==> src/hw/fsh_pkg.sv <==
// package: register map, group layout and reset values of the fault status hierarchy
package fsh_pkg;

	// ----------------------------------------
	// register byte offsets
	// ----------------------------------------
	localparam logic [11:0] OFS_SUMMARY = 12'h000;
	localparam logic [11:0] OFS_MASK_A = 12'h004;
	localparam logic [11:0] OFS_MASK_B = 12'h008;
	localparam logic [11:0] OFS_CLEAR_A = 12'h00C;
	localparam logic [11:0] OFS_CLEAR_B = 12'h010;
	localparam logic [11:0] OFS_CONFIG = 12'h014;
	localparam logic [11:0] OFS_LOW_BASE = 12'h080;
	localparam logic [11:0] OFS_CMD_DETAIL = 12'h100;
	localparam logic [11:0] OFS_RESP_DETAIL = 12'h104;
	localparam logic [11:0] OFS_NVM_CORR = 12'h108;
	localparam logic [11:0] OFS_NVM_UNCORR = 12'h10C;

	// ----------------------------------------
	// reset values
	// ----------------------------------------
	localparam logic [7:0] RST_MASK_A = 8'h00;
	localparam logic [7:0] RST_MASK_B = 8'h00;
	localparam logic RST_PIN_ENABLE = 1'b1;

	// ----------------------------------------
	// low-level registers and groups
	// ----------------------------------------
	localparam int NUM_LOW = 24;
	localparam logic [4:0] NUM_LOW_W = 5'd24;
	localparam int NUM_GRP = 11;
	localparam logic [4:0] REG_OTP = 5'd12;
	localparam logic [4:0] REG_LINK = 5'd13;
	localparam logic [2:0] CRC_USER_BIT = 3'd0;
	localparam logic [2:0] CRC_FACT_BIT = 3'd1;

	// group ids follow the clear/mask bit positions, mask_b placed above mask_a
	localparam logic [3:0] GRP_PROT = 4'h0;
	localparam logic [3:0] GRP_UT = 4'h1;
	localparam logic [3:0] GRP_OT = 4'h2;
	localparam logic [3:0] GRP_UV = 4'h3;
	localparam logic [3:0] GRP_OV = 4'h4;
	localparam logic [3:0] GRP_COMP = 4'h5;
	localparam logic [3:0] GRP_SYS = 4'h6;
	localparam logic [3:0] GRP_PWR = 4'h7;
	localparam logic [3:0] GRP_NVM_CRC = 4'h8;
	localparam logic [3:0] GRP_NVM_DATA = 4'h9;
	localparam logic [3:0] GRP_LINK = 4'hA;

	// summary bit positions
	localparam logic [2:0] SUM_PROT = 3'd0;
	localparam logic [2:0] SUM_COMP = 3'd1;
	localparam logic [2:0] SUM_OTP = 3'd2;
	localparam logic [2:0] SUM_LINK = 3'd3;
	localparam logic [2:0] SUM_TEMP = 3'd4;
	localparam logic [2:0] SUM_VOLT = 3'd5;

	// per low-level register, index 23 first
	localparam logic [23:0][3:0] REG_GROUP = {
		GRP_PWR, GRP_PWR, GRP_PWR, GRP_SYS, GRP_UV, GRP_UV, GRP_OV, GRP_OV,
		GRP_UT, GRP_OT, GRP_LINK, GRP_NVM_DATA,
		{10{GRP_COMP}}, GRP_PROT, GRP_PROT};
	localparam logic [23:0][2:0] REG_SUMBIT = {
		3'd7, 3'd7, 3'd7, 3'd6, 3'd5, 3'd5, 3'd5, 3'd5,
		3'd4, 3'd4, 3'd3, 3'd2,
		{10{3'd1}}, 3'd0, 3'd0};

	// ----------------------------------------
	// bus responses
	// ----------------------------------------
	localparam logic [1:0] RESP_OKAY = 2'b00;
	localparam logic [1:0] RESP_DECERR = 2'b11;

endpackage

==> src/hw/fsh_top.sv <==
// fault status hierarchy: latched fault flags, group masks, summary and fault pin
//
// The register addresses and the AXI4-Lite register port were left to the implementer.
`timescale 1ns/1ps

// Function
// - each summary bit represents one fault group of low-level registers
// - groups: protection 2, compare 10, nvm 1, link 1, temp 2, volt 4, sys 1, power 3
// - command frame error has a latched detail debug register
// - link group has a latched response frame error detail register
// - nvm corrected-block debug register accompanies the single error flag
// - nvm uncorrectable-block debug register accompanies the double error flag
// - fault sets low-level and debug flags, then unmasked group summary bit
// - masked group still latches flags but adds nothing to its summary bit
// - masked faults never pull the fault pin low
// - mask_a holds eight group masks; temp and volt need both masks to suppress
// - mask_b nvm crc mask and nvm data mask both gate nvm summary bit
// - mask_b link mask covers link flags and frame detail registers
// - flags stay latched until software writes their clear bit
// - clear bit wipes all low-level and debug bits of its group
// - summary bit drops only when every unmasked feeding register is clear
// - clear is ignored while the fault condition is still present
// - clear registers use the same bit layout as mask registers
// - with pin enable cleared summary still updates but pin stays high
module fsh_top (
	// clock, reset, enable
	input wire logic aclk,
	input wire logic aresetn,
	input wire logic ce,
	// axi4-lite write address
	input wire logic awvalid,
	output logic awready,
	input wire logic [11:0] awaddr,
	input wire logic [2:0] awprot,
	// axi4-lite write data
	input wire logic wvalid,
	output logic wready,
	input wire logic [31:0] wdata,
	input wire logic [3:0] wstrb,
	// axi4-lite write response
	output logic bvalid,
	input wire logic bready,
	output logic [1:0] bresp,
	// axi4-lite read address
	input wire logic arvalid,
	output logic arready,
	input wire logic [11:0] araddr,
	input wire logic [2:0] arprot,
	// axi4-lite read data
	output logic rvalid,
	input wire logic rready,
	output logic [31:0] rdata,
	output logic [1:0] rresp,
	// fault condition levels from the detectors
	input wire logic [191:0] fault_cond,
	input wire logic [7:0] cmd_frame_cond,
	input wire logic [7:0] resp_frame_cond,
	input wire logic [7:0] nvm_corrected_cond,
	input wire logic [7:0] nvm_uncorrectable_cond,
	// fault pin
	output logic fault_out_n
);

	// ----------------------------------------
	// state
	// ----------------------------------------
	logic [7:0] flag [0:fsh_pkg::NUM_LOW-1];
	logic [7:0] cmd_frame_error_detail;
	logic [7:0] resp_frame_error_detail;
	logic [7:0] nvm_corrected_block;
	logic [7:0] nvm_uncorrectable_block;
	logic [7:0] fault_group_mask_a;
	logic [7:0] fault_group_mask_b;
	logic fault_pin_enable;
	logic [7:0] group_fault_summary;
	logic [10:0] clr_pulse;
	logic [11:0] aw_addr_q;
	logic [31:0] w_data_q;
	logic w_strb0_q;

	// ----------------------------------------
	// masks and clears per group
	// ----------------------------------------
	wire [10:0] mask_vec = {fault_group_mask_b[2:0], fault_group_mask_a};
	wire [7:0] unmasked_any [0:fsh_pkg::NUM_LOW-1];
	wire [7:0] next_flag [0:fsh_pkg::NUM_LOW-1];

	// one latched flag per bit; condition wins over clear so a live fault stays set
	for (genvar i = 0; i < fsh_pkg::NUM_LOW; i++)
	begin : g_low
		for (genvar b = 0; b < 8; b++)
		begin : g_bit
			localparam bit IS_CRC = (i == int'(fsh_pkg::REG_OTP)) &&
				((b == int'(fsh_pkg::CRC_USER_BIT)) || (b == int'(fsh_pkg::CRC_FACT_BIT)));
			localparam logic [3:0] GRP = IS_CRC ? fsh_pkg::GRP_NVM_CRC : fsh_pkg::REG_GROUP[i];
			wire cond = fault_cond[i*8+b];
			assign next_flag[i][b] = cond | (flag[i][b] & ~clr_pulse[GRP]);
			assign unmasked_any[i][b] = flag[i][b] & ~mask_vec[GRP];
		end
	end

	// one process owns the whole flag array, so every bit has a single driver
	always_ff @(posedge aclk)
	begin
		if (!aresetn)
		begin
			for (int i = 0; i < fsh_pkg::NUM_LOW; i++)
				flag[i] <= 8'h00;
		end
		else if (ce)
		begin
			for (int i = 0; i < fsh_pkg::NUM_LOW; i++)
				flag[i] <= next_flag[i];
		end
	end

	// ----------------------------------------
	// debug detail registers
	// ----------------------------------------
	wire link_clr = clr_pulse[fsh_pkg::GRP_LINK];
	wire nvm_clr = clr_pulse[fsh_pkg::GRP_NVM_DATA];
	wire [7:0] next_cmd = cmd_frame_cond | (cmd_frame_error_detail & {8{~link_clr}});
	wire [7:0] next_resp = resp_frame_cond | (resp_frame_error_detail & {8{~link_clr}});
	wire [7:0] next_corr = nvm_corrected_cond | (nvm_corrected_block & {8{~nvm_clr}});
	wire [7:0] next_uncorr = nvm_uncorrectable_cond |
		(nvm_uncorrectable_block & {8{~nvm_clr}});

	always_ff @(posedge aclk)
	begin
		if (!aresetn)
		begin
			cmd_frame_error_detail <= 8'h00;
			resp_frame_error_detail <= 8'h00;
			nvm_corrected_block <= 8'h00;
			nvm_uncorrectable_block <= 8'h00;
		end
		else if (ce)
		begin
			cmd_frame_error_detail <= next_cmd;
			resp_frame_error_detail <= next_resp;
			nvm_corrected_block <= next_corr;
			nvm_uncorrectable_block <= next_uncorr;
		end
	end

	// ----------------------------------------
	// summary and fault pin
	// ----------------------------------------
	wire link_dbg_any = ~fault_group_mask_b[2] &
		(|{cmd_frame_error_detail, resp_frame_error_detail});
	wire nvm_dbg_any = ~fault_group_mask_b[1] &
		(|{nvm_corrected_block, nvm_uncorrectable_block});
	logic [7:0] next_sum;

	always_comb
	begin
		next_sum = 8'h00;
		for (int i = 0; i < fsh_pkg::NUM_LOW; i++)
			if (|unmasked_any[i])
				next_sum[fsh_pkg::REG_SUMBIT[i]] = 1'b1;
		if (link_dbg_any)
			next_sum[fsh_pkg::SUM_LINK] = 1'b1;
		if (nvm_dbg_any)
			next_sum[fsh_pkg::SUM_OTP] = 1'b1;
	end

	// summary is registered from masked flags, so it lags the flags by one cycle
	always_ff @(posedge aclk)
	begin
		if (!aresetn)
		begin
			group_fault_summary <= 8'h00;
			fault_out_n <= 1'b1;
		end
		else if (ce)
		begin
			group_fault_summary <= next_sum;
			fault_out_n <= ~(fault_pin_enable & (|next_sum));
		end
	end

	// ----------------------------------------
	// axi4-lite write path
	// ----------------------------------------
	wire aw_take = awvalid & awready;
	wire w_take = wvalid & wready;
	wire wr_commit = ~awready & ~wready & ~bvalid;
	wire wr_mask_a = aw_addr_q == fsh_pkg::OFS_MASK_A;
	wire wr_mask_b = aw_addr_q == fsh_pkg::OFS_MASK_B;
	wire wr_clear_a = aw_addr_q == fsh_pkg::OFS_CLEAR_A;
	wire wr_clear_b = aw_addr_q == fsh_pkg::OFS_CLEAR_B;
	wire wr_config = aw_addr_q == fsh_pkg::OFS_CONFIG;
	wire wr_hit = wr_mask_a | wr_mask_b | wr_clear_a | wr_clear_b | wr_config;
	wire wr_en = wr_commit & w_strb0_q;
	// clear_b shares mask_b's layout, so bits 2:0 land on nvm crc, nvm data, link
	wire [10:0] next_clr = {(wr_en & wr_clear_b) ? w_data_q[2:0] : 3'b000,
		(wr_en & wr_clear_a) ? w_data_q[7:0] : 8'h00};

	always_ff @(posedge aclk)
	begin
		if (!aresetn)
		begin
			awready <= 1'b1;
			wready <= 1'b1;
			bvalid <= 1'b0;
			bresp <= fsh_pkg::RESP_OKAY;
			aw_addr_q <= 12'h000;
			w_data_q <= 32'h0000_0000;
			w_strb0_q <= 1'b0;
		end
		else if (ce)
		begin
			if (aw_take)
			begin
				awready <= 1'b0;
				aw_addr_q <= {awaddr[11:2], 2'b00};
			end
			if (w_take)
			begin
				wready <= 1'b0;
				w_data_q <= wdata;
				w_strb0_q <= wstrb[0];
			end
			if (wr_commit)
			begin
				bvalid <= 1'b1;
				bresp <= wr_hit ? fsh_pkg::RESP_OKAY : fsh_pkg::RESP_DECERR;
			end
			if (bvalid & bready)
			begin
				bvalid <= 1'b0;
				awready <= 1'b1;
				wready <= 1'b1;
			end
		end
	end

	always_ff @(posedge aclk)
	begin
		if (!aresetn)
		begin
			fault_group_mask_a <= fsh_pkg::RST_MASK_A;
			fault_group_mask_b <= fsh_pkg::RST_MASK_B;
			fault_pin_enable <= fsh_pkg::RST_PIN_ENABLE;
			clr_pulse <= 11'h000;
		end
		else if (ce)
		begin
			clr_pulse <= next_clr;
			if (wr_en & wr_mask_a)
				fault_group_mask_a <= w_data_q[7:0];
			if (wr_en & wr_mask_b)
				fault_group_mask_b <= {5'h00, w_data_q[2:0]};
			if (wr_en & wr_config)
				fault_pin_enable <= w_data_q[0];
		end
	end

	// ----------------------------------------
	// axi4-lite read path
	// ----------------------------------------
	wire [4:0] rd_low_idx = araddr[6:2];
	wire rd_low = (araddr[11:7] == fsh_pkg::OFS_LOW_BASE[11:7]) &
		(rd_low_idx < fsh_pkg::NUM_LOW_W);
	wire [11:0] rd_a = {araddr[11:2], 2'b00};
	wire rd_sum = rd_a == fsh_pkg::OFS_SUMMARY;
	wire rd_ma = rd_a == fsh_pkg::OFS_MASK_A;
	wire rd_mb = rd_a == fsh_pkg::OFS_MASK_B;
	wire rd_clr = (rd_a == fsh_pkg::OFS_CLEAR_A) | (rd_a == fsh_pkg::OFS_CLEAR_B);
	wire rd_cfg = rd_a == fsh_pkg::OFS_CONFIG;
	wire rd_cmd = rd_a == fsh_pkg::OFS_CMD_DETAIL;
	wire rd_resp = rd_a == fsh_pkg::OFS_RESP_DETAIL;
	wire rd_corr = rd_a == fsh_pkg::OFS_NVM_CORR;
	wire rd_uncorr = rd_a == fsh_pkg::OFS_NVM_UNCORR;
	wire rd_hit = rd_low | rd_sum | rd_ma | rd_mb | rd_clr | rd_cfg |
		rd_cmd | rd_resp | rd_corr | rd_uncorr;
	wire [7:0] rd_byte = rd_low ? flag[rd_low_idx] :
		rd_sum ? group_fault_summary :
		rd_ma ? fault_group_mask_a :
		rd_mb ? fault_group_mask_b :
		rd_cfg ? {7'h00, fault_pin_enable} :
		rd_cmd ? cmd_frame_error_detail :
		rd_resp ? resp_frame_error_detail :
		rd_corr ? nvm_corrected_block :
		rd_uncorr ? nvm_uncorrectable_block : 8'h00;

	always_ff @(posedge aclk)
	begin
		if (!aresetn)
		begin
			arready <= 1'b1;
			rvalid <= 1'b0;
			rdata <= 32'h0000_0000;
			rresp <= fsh_pkg::RESP_OKAY;
		end
		else if (ce)
		begin
			if (arvalid & arready)
			begin
				arready <= 1'b0;
				rvalid <= 1'b1;
				rdata <= {24'h00_0000, rd_byte};
				rresp <= rd_hit ? fsh_pkg::RESP_OKAY : fsh_pkg::RESP_DECERR;
			end
			else if (rvalid & rready)
			begin
				rvalid <= 1'b0;
				arready <= 1'b1;
			end
		end
	end

	wire [7:0] link_flags = flag[fsh_pkg::REG_LINK];
	wire [7:0] prot_flags = flag[0];
	wire prot_regs_clear = (flag[0] == 8'h00) && (flag[1] == 8'h00);
	wire prot_sum_due = !prot_regs_clear && !fault_group_mask_a[0];
endmodule

==> config.mk <==
export PLATFORM = sky130hd
export DESIGN_NAME = fsh_top
export DESIGN_NICKNAME = d
export VERILOG_FILES = /design/src/hw/fsh_pkg.sv /design/src/hw/fsh_top.sv
export SDC_FILE = /design/constraint.sdc
export NUM_CORES = 1
export LEC_CHECK = 0
export BUFFER_PORTS_ARGS = -buffer_cell sky130_fd_sc_hd__buf_2
export CAP_MARGIN = 20
export CORE_MARGIN = 8
export CORE_UTILIZATION = 49
export CTS_BUF_LIST = sky130_fd_sc_hd__clkbuf_16
export DETAILED_ROUTE_END_ITERATION = 16
export HOLD_SLACK_MARGIN = 0.02
export PLACE_DENSITY = 0.89
export SLEW_MARGIN = 20
export SYNTH_ARGS = -nofsm -noshare
export SYNTH_HDL_FRONTEND = slang
export SYNTH_SLANG_ARGS = --single-unit
==> constraint.sdc <==
create_clock -name aclk -period 7.8 [get_ports aclk]
set_clock_uncertainty 0.05 [all_clocks]
set_input_delay 1.56 -clock aclk [delete_from_list [all_inputs] [get_ports aclk]]
set_output_delay 1.56 -clock aclk [all_outputs]
set_load 0.02 [all_outputs]
==> results.cfg <==
[status]
status = completed

[clock_network]
cts.reportedPaths.clkPinSlew_ns = 0.06
clkSinkCount = 290
h-tree-depth = 2
worst_skew_pair.late_latency_ns = 0.51
clock-root-buffer = clkbuf_16
cts-buffers-inserted = 34
cts.repair_timing.setup_buffer_count = 0
post_cts_resize_count = 0
cts-hold-fix-buffers = 0
clockBufferDepth = 3
cts_tree = done

[synth]
synth-seq-area-share_pct = 54.4
synth_flop_cell = edfxtp_1
synth_top_area_share_pct = 40.6
yosysWarnings = 0
syn-instance-count = 1232
yosys_register_bits = 290
asyncSetResetFlopFracSynth_pct = 0
yosys.cell_count.top_type = edfxtp_1
syn_avg_cell_area_um2 = 11.5
synth.area.top_cells = edfxtp_1 (41%), dfxtp_1 (14%), mux4_2 (7.0%)
synth_enable_flop_cells = 192
netlist_top_cells_count = edfxtp_1 (192), a21oi_1 (159), nor2_1 (157), dfxtp_1 (98), nand2_1 (75)
post_synth_instance_area_mm2 = 0.0142
netlist.top_cell.by_area = edfxtp_1
synth.lib_cells_used.distinct = 56

[die]
rows = 62
starting_density_of_the_core_pct = 49.6
dieHeight_um = 186
die-area_mm2 = 0.0347
ios = 340
floorplan.die.width_um = 186
core_area_mm2 = 0.0286

[layout]
area_delta_synth_final_pct = 17.8
drive_gt1_share_pct = 26.0
layout.area.seq_mm2 = 0.00773
final_instance_count_excl_fillers = 1887
nets = 1771
area_of_the_multi_input_gates_mm2 = 0.00589
num-fill-cells = 2351

[pwr]
power.ir.vdd_worst_mv = 0.201
cellPowerDensity_mw_per_mm2 = 230
p_leak_nw = 6.75

[placement]
place_hpwl_um = 32100
placed_cells_incl_taps = 1821
place.port_buffers = 278
finalWeightedCongestion = 0.884

[critical_path]
crit_family = buffers and inverters
critPathLaunchType = input port
slowest_stage = nor2b_1
worstSetupPathType = input port to flop
timing.critical_path.cells = buf_2 -> buf_4 -> nor2b_1 -> inv_6 -> buf_4
critical_path.most_common_cell = buf_4
path_buf_inv = 4
path_max_fanout = 101
timing.critical_path.slowest_cell_delay_ns = 0.79
ff2ff_setup_slack_ns = 4.95
required_time_of_the_critical_path_ns = 7.87
cp-end-kind = flop
critical_path_data_arrival_time_ns = 4.21

[hold_path]
hp-class = flop to flop

[detailed_routing]
postRouteWirelength_um = 43500
total_drc_errors_in_the_routed_layout = 0
drt.antenna.violating_nets = 0
vias = 11400
drtIter0Drc = 1350
drtPass1Iterations = 5
post_drt_via_cell_ratio = 6.04
routed_wire_length_per_instance_um = 23.0

[grt]
grt_met2_usage_pct = 40.6
busiest_layer = met2
grt_util_all_layers_pct = 24.4
grt_use_met1_pct = 31.0
antenna_found_initial = 12
first_global_vias = 11400
grt_max_degree = 102
grt_util_met3_pct = 6.33
grt_remaining_overflow = 0
global_route_wire_length_before_repair_um = 64900

[sta]
finalCriticalPeriod_ns = 4.14
finalSetupViolCount = 0
unrepaired_setup_endpoints_after_global_routing = no
report.final.slew_viol_count = 0
timing_hold_violations_final = 0
max_clock_freq_mhz = 241
timing.final.crit_share_pct = 53.1
fin_hold_ws_ns = 0.409
timing.slew.headroom_pct = 30.8
fin_setup_tns_ns = 0
worst_pin_slew_ns = 1.04

[job]
cap_violations = 0
sequential cells by signal (all words and copies together) (netlist names), 3 cells and up:
| signal | flops |
|---|---|
| flag | 192 |
| rdata | 8 |
| resp_frame_error_detail | 8 |
| aw_addr_q | 10 |
| fault_group_mask_b | 3 |
| clr_pulse | 11 |
| nvm_corrected_block | 8 |
| w_data_q | 8 |
| fault_group_mask_a | 8 |
| nvm_uncorrectable_block | 8 |
| cmd_frame_error_detail | 8 |
| group_fault_summary | 8 |
per-layer routing:
metal  routed length, µm  share of wire (%)
met5                  59               0.14
met4                1130                2.6
met3                5020                 12
met2               20900                 48
met1               16300                 38
worst reg2reg max path, cell delays in order, from the launching register on:
cell and delay [ns]:
dfxtp_1 0.31, or4_1 0.52, nor4_1 0.55, nor2b_1 0.30, nand4b_1 0.60, mux2i_1 0.36, nor2b_1 0.06
power breakdown:
| group | leakage, nW | internal [mW] | switching, mW | total (mW) |
|---|---|---|---|---|
| Combinational | 3.31 | 0.208 | 0.220 | 0.427 |
| Sequential | 2.89 | 1.76 | 0.102 | 1.86 |
| Clock | 0.544 | 0.940 | 0.611 | 1.55 |
| Total | 6.75 | 2.91 | 0.933 | 3.84 |
cells by family after synthesis:
kind of cell	share of synthesized area (%)
AO/OA/AOI/OAI	14.3
buffers and inverters	4.74
flip-flops	54.4
multiplexers	12.6
other	0.0264
AND/OR/NAND/NOR	13.8
path summary, 6_finish.rpt:
path,start,end,cells after the start
worst max register to register,aw_addr_q[7],fault_group_mask_a[2],6
worst min-delay path,group_fault_summary[4],group_fault_summary[4],2
worst max-delay path,aresetn,flag[1][7],5
worst min register to register,group_fault_summary[4],group_fault_summary[4],2
cell type report:
cell class | count | share of cell area, %
Sequential cell | 290 | 46.2
Multi-Input combinational cell | 844 | 35.2
Timing Repair Buffer | 286 | 8.69
Clock buffer | 35 | 5.24
Tap cell | 384 | 2.87
Clock inverter | 23 | 1.20
Inverter | 17 | 0.412
Antenna cell | 8 | 0.120
per-stage QoR:
| step | power, mW | setup WS (ns) | area [µm²] | util, % |
|---|---|---|---|---|
| after global routing | 3.97 | 3.41 | 16700 | 58.4 |
| final | 3.84 | 3.66 | 16700 | 58.4 |
| after detailed placement | 2.31 | 3.19 | 15600 | 54.6 |
| after global placement | 2.29 | 3.24 | 15600 | 54.6 |
| after CTS | 3.85 | 3.73 | 16700 | 58.3 |
| after floorplan | 2.14 | 0.259 | 14300 | - |
cells in the final DEF (no fill, tap or decap), types with 9 or more instances in the layout:
cell type	n
dfxtp_1	98
o21a_1	49
buf_4	9
a22o_1	42
o21ai_0	20
conb_1	24
nor2_1	157
mux2_2	9
inv_1	16
nand4_1	12
a21boi_0	20
nor2b_1	68
mux2i_1	20
mux4_2	44
clkinv_1	15
mux4_1	17
buf_2	277
a21oi_1	159
edfxtp_1	192
nor4_1	58
nand2_1	74
clkbuf_16	35
Note: power is estimated with default switching activity, not from simulation.
